`config.mk`:
```
export PLATFORM = sky130hd
export DESIGN_NAME = pwc_channel
export DESIGN_NICKNAME = d
export VERILOG_FILES = /design/src/pwc_pkg.sv /design/src/pwc_channel.sv
export SDC_FILE = /design/constraint.sdc
export NUM_CORES = 1
export LEC_CHECK = 0
export BUFFER_PORTS_ARGS = -buffer_cell sky130_fd_sc_hd__buf_2
export CAP_MARGIN = 25
export CORE_UTILIZATION = 45
export CTS_CLUSTER_SIZE = 10
export DETAILED_ROUTE_END_ITERATION = 10
export PLACE_DENSITY_LB_ADDON = 0.25
export SLEW_MARGIN = 40
export SYNTH_ARGS = -nofsm -noshare
export SYNTH_HDL_FRONTEND = slang
export SYNTH_SLANG_ARGS = --single-unit
```
`constraint.sdc`:
```
create_clock -name clk_i -period 3.4 [get_ports clk_i]
set_input_delay 0.51 -clock clk_i [delete_from_list [all_inputs] [get_ports clk_i]]
set_output_delay 0.51 -clock clk_i [all_outputs]
set_load 0.005 [all_outputs]
```
`src/pwc_pkg.sv`:
```
/*
 * Constants for the single PWM channel core: register offsets, field
 * positions and reset values.
 * Assumes a 32-bit classic Wishbone slave with word-aligned registers.
 */
package pwc_pkg;
   // ==========================================================
   // Widths
   localparam int          PWC_CNT_W    = 8;
   localparam int          PWC_ADR_W    = 4;
   // ==========================================================
   // Register byte offsets
   localparam logic [3:0]  PWC_CTRL_OFF = 4'h0;
   localparam logic [3:0]  PWC_PER_OFF  = 4'h4;
   localparam logic [3:0]  PWC_DUTY_OFF = 4'h8;
   localparam logic [3:0]  PWC_CNT_OFF  = 4'hC;
   // ==========================================================
   // Control register fields
   localparam int          PWC_EN_BIT   = 0;
   localparam int          PWC_POL_BIT  = 1;
   localparam int          PWC_CAE_BIT  = 2;
   // ==========================================================
   // Reset values
   localparam logic [7:0]  PWC_PER_RST  = 8'hFF;
   localparam logic [7:0]  PWC_DUTY_RST = 8'h00;
   localparam logic [7:0]  PWC_CNT_RST  = 8'h00;
endpackage

```
`src/pwc_channel.sv`:
```
/*
 * One 8-bit PWM channel with double-buffered period and duty, polarity,
 * left/centre alignment and a Wishbone classic register slave.
 * Assumes clk_i at 50 MHz, a synchronous active-high reset and a one-cycle
 * clock-source enable pulse (src_tick_i) from an external prescaler on clk_i.
 */
// What this block does
// [RQ1] The counting logic sees source ticks only while the channel enable bit is high; the code gates them with gate_reg, one clock behind it.
// [RQ2] Changes of the enable take effect only on a clock edge through a registered gate.
// [RQ3] With the enable low the counter holds its value and does not count.
// [RQ4] With polarity one the output starts each cycle high and drops at the duty count.
// [RQ5] With polarity zero the output starts each cycle low and rises at the duty count.
// [RQ6] While enabled, new period and duty wait in buffers until period end, counter write or disable.
// [RQ7] Any counter write clears the counter and loads the buffered period and duty at once.
// [RQ8] While disabled, period and duty writes go to the buffer and the active latch together.
// [RQ9] Software can read the present counter value.
// [RQ10] The channel owns an 8-bit up/down counter stepped at the selected source rate.
// [RQ11] A counter match with the active duty toggles the output flip-flop.
// [RQ12] A period match acts according to the left or centre alignment mode.
// [RQ13] Left-aligned, a period match clears the counter, restores the start level and ends the period.
// [RQ14] Centre-aligned, the counter runs up to period then down to zero, where the period ends.
`timescale 1ns/1ps
module pwc_channel
#(
   parameter int CW = pwc_pkg::PWC_CNT_W
) (
   input  wire logic                          clk_i,
   input  wire logic                          rst_i,
   input  wire logic                          src_tick_i,
   input  wire logic                          cyc_i,
   input  wire logic                          stb_i,
   input  wire logic                          we_i,
   input  wire logic [pwc_pkg::PWC_ADR_W-1:0] adr_i,
   input  wire logic [3:0]                    sel_i,
   input  wire logic [31:0]                   dat_i,
   output logic      [31:0]                   dat_o,
   output logic                               ack_o,
   output logic                               pwm_o
);
   import pwc_pkg::*;

   // ==========================================================
   // Register storage
   logic          channel_enable_bit;
   logic          channel_polarity_bits;
   logic          centre_mode_reg;
   logic [CW-1:0] per_buf_reg;
   logic [CW-1:0] duty_buf_reg;
   logic [CW-1:0] per_act_reg;
   logic [CW-1:0] duty_act_reg;
   logic [CW-1:0] cnt_reg;
   logic          down_reg;
   logic          ff_reg;
   logic          gate_reg;
   logic          ack_reg;
   logic          req;
   logic          wr;
   logic          wr_ctrl;
   logic          wr_per;
   logic          wr_duty;
   logic          wr_cnt;
   logic          step;
   logic          per_end;
   logic          disable_edge;
   logic          duty_hit;

   assign req = cyc_i & stb_i & ~ack_reg;
   assign wr  = req & we_i & sel_i[0];

   function automatic logic hit(input logic [3:0] a, input logic [3:0] off);
      hit = (a == off);
   endfunction

   // Count after one source tick; the duty compare looks one step ahead
   function automatic logic [CW-1:0] next_count(input logic [CW-1:0] c,
                                                input logic          centre,
                                                input logic          down,
                                                input logic          wrap);
      if (!centre && wrap) begin
         next_count = '0;
      end else if (centre && down) begin
         next_count = (c == '0) ? c : c - 1'b1;
      end else begin
         next_count = c + 1'b1;
      end
   endfunction

   assign wr_ctrl = wr & hit(adr_i, PWC_CTRL_OFF);
   assign wr_per  = wr & hit(adr_i, PWC_PER_OFF);
   assign wr_duty = wr & hit(adr_i, PWC_DUTY_OFF);
   assign wr_cnt  = wr & hit(adr_i, PWC_CNT_OFF);

   // ==========================================================
   // Wishbone slave: one wait state, ack for one cycle
   always_ff @(posedge clk_i) begin
      if (rst_i) begin
         ack_reg <= 1'b0;
      end else begin
         ack_reg <= req;
      end
   end
   assign ack_o = ack_reg;

   // Unmapped offsets read zero and ignore writes, but still ack
   always_ff @(posedge clk_i) begin
      if (rst_i) begin
         dat_o <= 32'h0000_0000;
      end else if (req && !we_i) begin
         unique case (1'b1)
            hit(adr_i, PWC_CTRL_OFF): dat_o <= {29'h0, centre_mode_reg,
                                                channel_polarity_bits, channel_enable_bit};
            hit(adr_i, PWC_PER_OFF):  dat_o <= {24'h0, per_buf_reg};
            hit(adr_i, PWC_DUTY_OFF): dat_o <= {24'h0, duty_buf_reg};
            hit(adr_i, PWC_CNT_OFF):  dat_o <= {24'h0, cnt_reg}; // see [RQ9]
            default:                  dat_o <= 32'h0000_0000;
         endcase
      end
   end

   // ==========================================================
   // Control bits
   always_ff @(posedge clk_i) begin
      if (rst_i) begin
         channel_enable_bit    <= 1'b0;
         channel_polarity_bits <= 1'b0;
         centre_mode_reg       <= 1'b0;
      end else if (wr_ctrl) begin
         channel_enable_bit    <= dat_i[PWC_EN_BIT];
         channel_polarity_bits <= dat_i[PWC_POL_BIT];
         centre_mode_reg       <= dat_i[PWC_CAE_BIT];
      end
   end

   // Registered gate: enable changes only reach the counter on an edge
   always_ff @(posedge clk_i) begin
      if (rst_i) begin
         gate_reg <= 1'b0;
      end else begin
         gate_reg <= channel_enable_bit; // see [RQ2]
      end
   end

   assign step         = gate_reg & src_tick_i; // see [RQ1] see [RQ3]
   assign disable_edge = gate_reg & ~channel_enable_bit;
   // Left mode: period match; centre mode: back at zero while counting down
   assign per_end = step & (centre_mode_reg ? (down_reg && cnt_reg <= CW'(1))
                                            : (cnt_reg >= per_act_reg)); // see [RQ12]
   // Toggle as the counter arrives at the duty value, so the duty register
   // counts whole ticks of the first level rather than one tick too many
   assign duty_hit = step
                   & (next_count(cnt_reg, centre_mode_reg, down_reg, per_end) == duty_act_reg);

   // ==========================================================
   // Period and duty buffers and active latches
   always_ff @(posedge clk_i) begin
      if (rst_i) begin
         per_buf_reg  <= PWC_PER_RST;
         duty_buf_reg <= PWC_DUTY_RST;
      end else begin
         if (wr_per) begin
            per_buf_reg <= dat_i[CW-1:0];
         end
         if (wr_duty) begin
            duty_buf_reg <= dat_i[CW-1:0];
         end
      end
   end

   always_ff @(posedge clk_i) begin
      if (rst_i) begin
         per_act_reg  <= PWC_PER_RST;
         duty_act_reg <= PWC_DUTY_RST;
      end else if (!gate_reg) begin
         // Disabled: writes pass straight through
         if (wr_per) begin
            per_act_reg <= dat_i[CW-1:0]; // see [RQ8]
         end else begin
            per_act_reg <= per_buf_reg;
         end
         if (wr_duty) begin
            duty_act_reg <= dat_i[CW-1:0]; // see [RQ8]
         end else begin
            duty_act_reg <= duty_buf_reg;
         end
      end else if (per_end || wr_cnt || disable_edge) begin
         per_act_reg  <= per_buf_reg; // see [RQ6] see [RQ7]
         duty_act_reg <= duty_buf_reg;
      end
   end

   // ==========================================================
   // Counter and output flip-flop
   always_ff @(posedge clk_i) begin
      if (rst_i) begin
         cnt_reg  <= PWC_CNT_RST;
         down_reg <= 1'b0;
      end else if (wr_cnt) begin
         cnt_reg  <= PWC_CNT_RST; // see [RQ7]
         down_reg <= 1'b0;
      end else if (step) begin // see [RQ10]
         if (!centre_mode_reg) begin
            down_reg <= 1'b0;
            if (per_end) begin
               cnt_reg <= PWC_CNT_RST; // see [RQ13]
            end else begin
               cnt_reg <= cnt_reg + 1'b1;
            end
         end else if (!down_reg) begin
            if (cnt_reg + 1'b1 >= per_act_reg) begin
               down_reg <= 1'b1; // see [RQ14]
            end
            cnt_reg <= cnt_reg + 1'b1;
         end else begin
            if (cnt_reg <= CW'(1)) begin
               down_reg <= 1'b0;
            end
            cnt_reg <= (cnt_reg == '0) ? cnt_reg : cnt_reg - 1'b1;
         end
      end
   end

   // ff_reg high = output at its start level
   always_ff @(posedge clk_i) begin
      if (rst_i) begin
         ff_reg <= 1'b1;
      end else if (wr_cnt || per_end || !gate_reg) begin
         ff_reg <= 1'b1; // see [RQ13] see [RQ14]
      end else if (duty_hit) begin
         ff_reg <= ~ff_reg; // see [RQ11]
      end
   end

   // Polarity selects Q or Q-bar of the output flip-flop
   always_ff @(posedge clk_i) begin
      if (rst_i) begin
         pwm_o <= 1'b0;
      end else begin
         pwm_o <= channel_polarity_bits ? ff_reg : ~ff_reg; // see [RQ4] see [RQ5]
      end
   end
endmodule

```
==> flow_metrics.tcl, run 1 <==
set metrics [dict create \
    antenna_cells_inserted 0 \
    synth_cells 443 \
    finish.net_count 532 \
    pwr-share-clk 0.349 \
    maxCapViolations 0 \
    cpMaxStageDelayCell "or4b_1" \
    place_inst 561 \
    cts_tree "done" \
    cts_max_path_buffers 2 \
    clock-root-buffer "clkbuf_8" \
    period_needed_ps 3130 \
    p_sw_uw 284 \
    fp.dieW_um 91.9 \
    synthFlopType "dfxtp_1" \
    ys_seq_elements 56 \
    finalPower_mw 1.12 \
    drt-initial-drc-count 251 \
    path_buf_inv 1 \
    finalClockSkew_ps 8.05 \
    synthArstFlopShare 0 \
    gp_congestion 0.930 \
    row_count 32 \
    start_kind "flop" \
    boundaryPins 80 \
    outcome "finished clean" \
    yosysWarnings 0 \
    drive_gt1_frac 0.173 \
    htree_levels 2 \
    place_hpwl_um 7070 \
    clkTransAtPathRegs_ps 110 \
    ant_nets 0 \
    grt_remaining_overflow 0 \
    gr-usage-all-layers 0.236 \
    slew_headroom 0.452 \
    wirelength_um 9420 \
    grt_pass1_vias 3064 \
    period_share 0.919 \
    synth_edf_count 0 \
    viasPerCell 5.74 \
    critPathMaxFanout 7 \
    setup_viol 0 \
    power.internal_uw 831 \
    drc 0 \
    area_delta_synth_final_pct 7.84 \
    finalHoldViolCount 0 \
    finalSetupTns_ps 0 \
    crit_path_end_kind "flop" \
    comb_power_share 0.060 \
    ys_seq_area_frac 0.308 \
    die_area_sq_um 8450 \
    core_area_sq_um 7770 \
    grt_max_degree 49 \
    routedWlPerCell_um 16.6 \
    drt-pass1-iter-count 5 \
    slew_viol_final 0 \
    cts_hold_buf 0 \
    synth.distinct_cells 68 \
    final_cell_mix "dfxtp_1, nor2_1, nand2_1, buf_2, conb_1" \
    worstPathArrival_ps 3320 \
    crit_family "compound AO/OA/AOI/OAI gates" \
    portBuffers 28 \
    cts_made_buffers 5 \
    avgSynthCellArea_sq_um 8.21 \
    cts.sinks 56 \
    p_seq_frac 0.591 \
    antenna_found_initial 0 \
    crit_chain "inv_1 > ha_1 > nand2b_1 > a2111o_1 > a21o_1 > a211oi_1 > mux2_2 > nand4_1 > nor3_1 > or4b_1" \
    switching_share 0.255 \
    p_per_area_nw_per_um2 284 \
    syn-cell-area_sq_um 3640 \
    leakagePower_nw 1.80 \
    rsz0062_at_grt "false" \
    tightest_slew_ps 822 \
    peakVddDrop_uv 204 \
    initial_utilization 0.468 \
    fillCellCount 770 \
    cts_setup_buffers 0 \
    fmax_mhz 320 \
    finish.utilization 0.505 \
    layout_setup_ws_ps 275 \
    clk_latency_ps 320 \
    layout_commonest_cell "dfxtp_1" \
    die_y_um 91.9 \
    holdCritPathClass "primary input to flop" \
    postCtsResizedCells 0 \
    critPathRequiredTime_ps 3600 \
    post-place-ws_ps 284 \
    vias 3267 \
    grt_pass1_wl_um 15600 \
    finalNonFillerCells 569 \
    slowest_delay_ps 490 \
    crit_type "flop to flop" \
]
## synthesized netlist by cell type (all sizes together), types with 8 or more instances
cell type | count | area [sq um]
buf | 32 | 223
a311oi | 8 | 70.1
nor3 | 10 | 50.1
and3 | 10 | 63.8
inv | 16 | 60.1
dfxtp | 56 | 1120
o21ai | 17 | 85.1
clkbuf | 19 | 72.6
or2 | 11 | 68.8
nor2 | 53 | 201
a22oi | 9 | 67.6
xor2 | 8 | 70.1
mux2i | 11 | 110
nand2 | 42 | 158
a211o | 9 | 78.8
a21oi | 19 | 95.1
ha | 20 | 250
a31oi | 8 | 50.1
## area by class of cell
| class | instances | area, sq um | area share |
|---|---|---|---|
| multi-input cells | 343 | 2260 | 0.576 |
| flip-flops and latches | 56 | 1120 | 0.286 |
| repair buffers | 44 | 260 | 0.0663 |
| well taps | 102 | 128 | 0.0325 |
| clock buffers | 5 | 68.8 | 0.0175 |
| inverters | 16 | 60.1 | 0.0153 |
| clock inverters | 3 | 26.3 | 0.00670 |
## worst min-delay path: stages
cell,delay (ps)
buf_2,120
mux2i_1,70
nor2_1,70
## cell families (layout without fill, tap and decap cells)
logic type,after synthesis,after routing,share of synthesized area
AND/OR/NAND/NOR,153,153,0.203
XOR/XNOR,13,13,0.0313
buffers and inverters,67,68,0.0977
adder cells (fa/ha/maj),20,20,0.0688
AO/OA/AOI/OAI,112,112,0.219
multiplexers,21,21,0.0705
other,1,24,0.00103
flip-flops,56,56,0.308
## power by group through the flow
stage          clock network [mW]  logic, mW  registers, mW
2_1_floorplan                   0     0.0589          0.674
3_3_place_gp                    0     0.0650          0.674
3_5_place_dp                    0     0.0654          0.674
4_1_cts                     0.397     0.0656          0.659
5_1_grt                     0.420     0.0737          0.660
6_report                    0.389     0.0667          0.659
## worst paths after layout
check | start | to | slack [ps] | depth (start not counted)
setup / recovery | cnt_reg[0]$_SDFFE_PP0P_ | ff_reg$_SDFFE_PP1P_ | 270 | 10
hold / removal | dat_i[3] | duty_buf_reg[3]$_SDFF_PP0_ | 470 | 3
setup reg to reg | cnt_reg[0]$_SDFFE_PP0P_ | ff_reg$_SDFFE_PP1P_ | 270 | 10
hold reg to reg | per_buf_reg[4]$_SDFF_PP1_ | per_buf_reg[4]$_SDFF_PP1_ | 500 | 1
## layer usage
| layer | part of all wire | GRT usage | wire length, um |
|---|---|---|---|
| met2 | 0.46 | 0.373 | 4290 |
| met1 | 0.46 | 0.325 | 4370 |
| met5 | 0 | 0 | 0 |
| met3 | 0.053 | 0.0357 | 495 |
| met4 | 0.028 | 0.0872 | 268 |
## stage by stage
step | area, sq um | hold slack, ps
after floorplan | 3720 | 453
after global placement | 3820 | 472
after detailed placement | 3820 | 478
after CTS | 3920 | 465
after global routing | 3920 | 481
final | 3920 | 470
Note: power is estimated with default switching activity, not from simulation.
==> run 2, diff against run 1 <==
--- a/config.mk
+++ b/config.mk
@@ -5,6 +5,7 @@
 export SDC_FILE = /design/constraint.sdc
 export NUM_CORES = 1
 export LEC_CHECK = 0
+export ABC_AREA = 1
 export BUFFER_PORTS_ARGS = -buffer_cell sky130_fd_sc_hd__buf_2
 export CAP_MARGIN = 25
 export CORE_UTILIZATION = 45
==> run 2 against run 1 <==
- sequential power about the same
- final cell count up 13%
- highest routed layer unchanged
- largest power group unchanged
- via count up 2.3%
- routed wire length down 3.6%
- setup slack better by 310 ps
- clock skew up 3.4 ps
- first-iteration DRC count down 35%
- register-to-register slack better by 310 ps
- flip-flop and latch count unchanged
- clock-buffer cell count unchanged
==> flow_metrics.tcl, run 2 <==
set metrics [dict create \
    comb_power_share 0.056 \
    antenna_cells_inserted 0 \
    ys_top_cells_by_area "dfxtp_1, nand2_1, ha_1, buf_4, mux2i_1" \
    clk_latency_ps 310 \
    finalSetupTns_ps 0 \
    maxCapViolations 0 \
    postCtsResizedCells 0 \
    fmax_mhz 355 \
    fp.dieW_um 93.8 \
    wirelength_um 9090 \
    final_cell_mix "nand2_1, dfxtp_1, inv_1, nand3_1, a21oi_1" \
    boundaryPins 80 \
    viasPerCell 5.20 \
    synth_cells 515 \
    crit_path_end_kind "flop" \
    placed_cell_area_sq_um 3900 \
    cts_tree "done" \
    routedWlPerCell_um 14.1 \
    synthMostInstantiatedCell "nand2_1" \
    cts_setup_buffers 0 \
    place_hpwl_um 6990 \
    r2r_slack_ps 580 \
    die_y_um 93.8 \
    switching_share 0.253 \
    power.internal_uw 824 \
    core_area_sq_um 8180 \
    ys_seq_area_frac 0.295 \
    finalHoldViolCount 0 \
    drt-initial-drc-count 164 \
    period_share 0.829 \
    grt_pass1_wl_um 14700 \
    worstPathArrival_ps 2990 \
    ys_top_cells_by_count "nand2_1, dfxtp_1, inv_1, nand3_1, a21oi_1" \
    syn-cell-area_sq_um 3790 \
    finish.net_count 603 \
    p_per_area_nw_per_um2 276 \
    slew_viol_final 0 \
    crit_type "flop to flop" \
    yosys.area.top_type "dfxtp_1" \
    fin_area_sq_um 3990 \
    finalClockSkew_ps 11.5 \
    synthFlopType "dfxtp_1" \
    cts_hold_buf 0 \
    p_seq_frac 0.598 \
    drc 0 \
    cts_max_path_buffers 2 \
    synth.distinct_cells 39 \
    layout_setup_ws_ps 583 \
    ant_nets 0 \
    gr-usage-all-layers 0.218 \
    cts.sinks 56 \
    critPathRequiredTime_ps 3580 \
    gp_congestion 0.926 \
    p_sw_uw 279 \
    grt_pass1_vias 2968 \
    area_delta_synth_final_pct 5.14 \
    finalPower_mw 1.10 \
    htree_levels 2 \
    grt_remaining_overflow 0 \
    tightest_slew_ps 768 \
    row_count 33 \
    yosysWarnings 0 \
    holdCritPathClass "primary input to flop" \
    synth.top_cell.area_share 0.295 \
    clkTransAtPathRegs_ps 110 \
    vias 3343 \
    leakagePower_nw 2.05 \
    avgSynthCellArea_sq_um 7.37 \
    synthArstFlopShare 0 \
    period_needed_ps 2820 \
    cts_made_buffers 5 \
    peakVddDrop_uv 201 \
    ys_seq_elements 56 \
    drive_gt1_frac 0.160 \
    die_area_sq_um 8800 \
    rsz0062_at_grt "false" \
    outcome "finished clean" \
    clock-root-buffer "clkbuf_8" \
    drt-pass1-iter-count 6 \
    initial_utilization 0.464 \
    slew_headroom 0.485 \
    grt_max_degree 34 \
    portBuffers 28 \
    pwr-share-clk 0.346 \
    critPathMaxFanout 31 \
    setup_viol 0 \
    post-place-ws_ps 603 \
    layout_commonest_cell "nand2_1" \
    antenna_found_initial 0 \
    start_kind "flop" \
    synth_edf_count 0 \
]
-- run 2: cells by family (layout without fill, tap and decap cells) --
| kind of cell | after synthesis | in the layout | synth area share |
|---|---|---|---|
| fa+ha+maj | 20 | 20 | 0.0659 |
| xor+xnor | 6 | 6 | 0.0138 |
| compound gates | 88 | 88 | 0.142 |
| other cells | 1 | 24 | 0.000988 |
| buf+inv | 94 | 94 | 0.128 |
| simple gates | 234 | 234 | 0.312 |
| mux | 16 | 16 | 0.0422 |
| flops | 56 | 56 | 0.295 |
-- run 2: layout make-up --
class | instances | area [sq um]
flip-flops and latches | 56 | 1120
clock inverters | 3 | 22.5
well taps | 105 | 131
clock buffers | 5 | 68.8
inverters | 54 | 203
fillers | 807 | 4190
multi-input cells | 388 | 2270
repair buffers | 32 | 170
-- run 2: metrics by stage --
step,utilization,std cells,hold WS (ps)
finish,0.488,643,448
global route,0.488,643,467
CTS,0.488,643,443
detailed placement,0.477,635,455
global placement,0.477,635,453
floorplan,-,538,443
-- run 2: per-layer routing --
layer / wire [um] / global-route usage / up-vias
met2: 4070 / 0.344 / 98
met5: 0 / 0 / -
met3: 552 / 0.0348 / 15
li1: - / - / 1700
met4: 151 / 0.0679 / 0
met1: 4310 / 0.302 / 1530
-- run 2: worst paths after layout --
check,depth (start not counted),startpoint,end
hold / removal,3,dat_i[5],per_buf_reg[5]$_SDFF_PP1_
setup reg to reg,12,cnt_reg[0]$_SDFFE_PP0P_,duty_act_reg[0]$_SDFFE_PP0P_
hold reg to reg,2,dat_o[4]$_SDFFE_PP0P_,dat_o[4]$_SDFFE_PP0P_
setup / recovery,12,cnt_reg[0]$_SDFFE_PP0P_,duty_act_reg[0]$_SDFFE_PP0P_
-- run 2: power by group through the flow --
stage               clock network, mW  registers (mW)  logic (mW)
finish                          0.382           0.659      0.0619
global route                    0.412           0.660      0.0698
CTS                             0.389           0.659      0.0613
detailed placement                  0           0.674      0.0610
global placement                    0           0.674      0.0605
floorplan                           0           0.674      0.0568
-- run 2: worst max-delay path, cell delays in order, from the launching register on --
cell and delay, ps:
dfxtp_1 640, inv_2 180, ha_1 340, nand2_1 70
nor2_1 40, nor2_1 70, nand2_1 60, nand2_1 70
nand2_2 80, o211ai_2 210, nand3_2 500, o21ai_0 360
a21oi_1 60
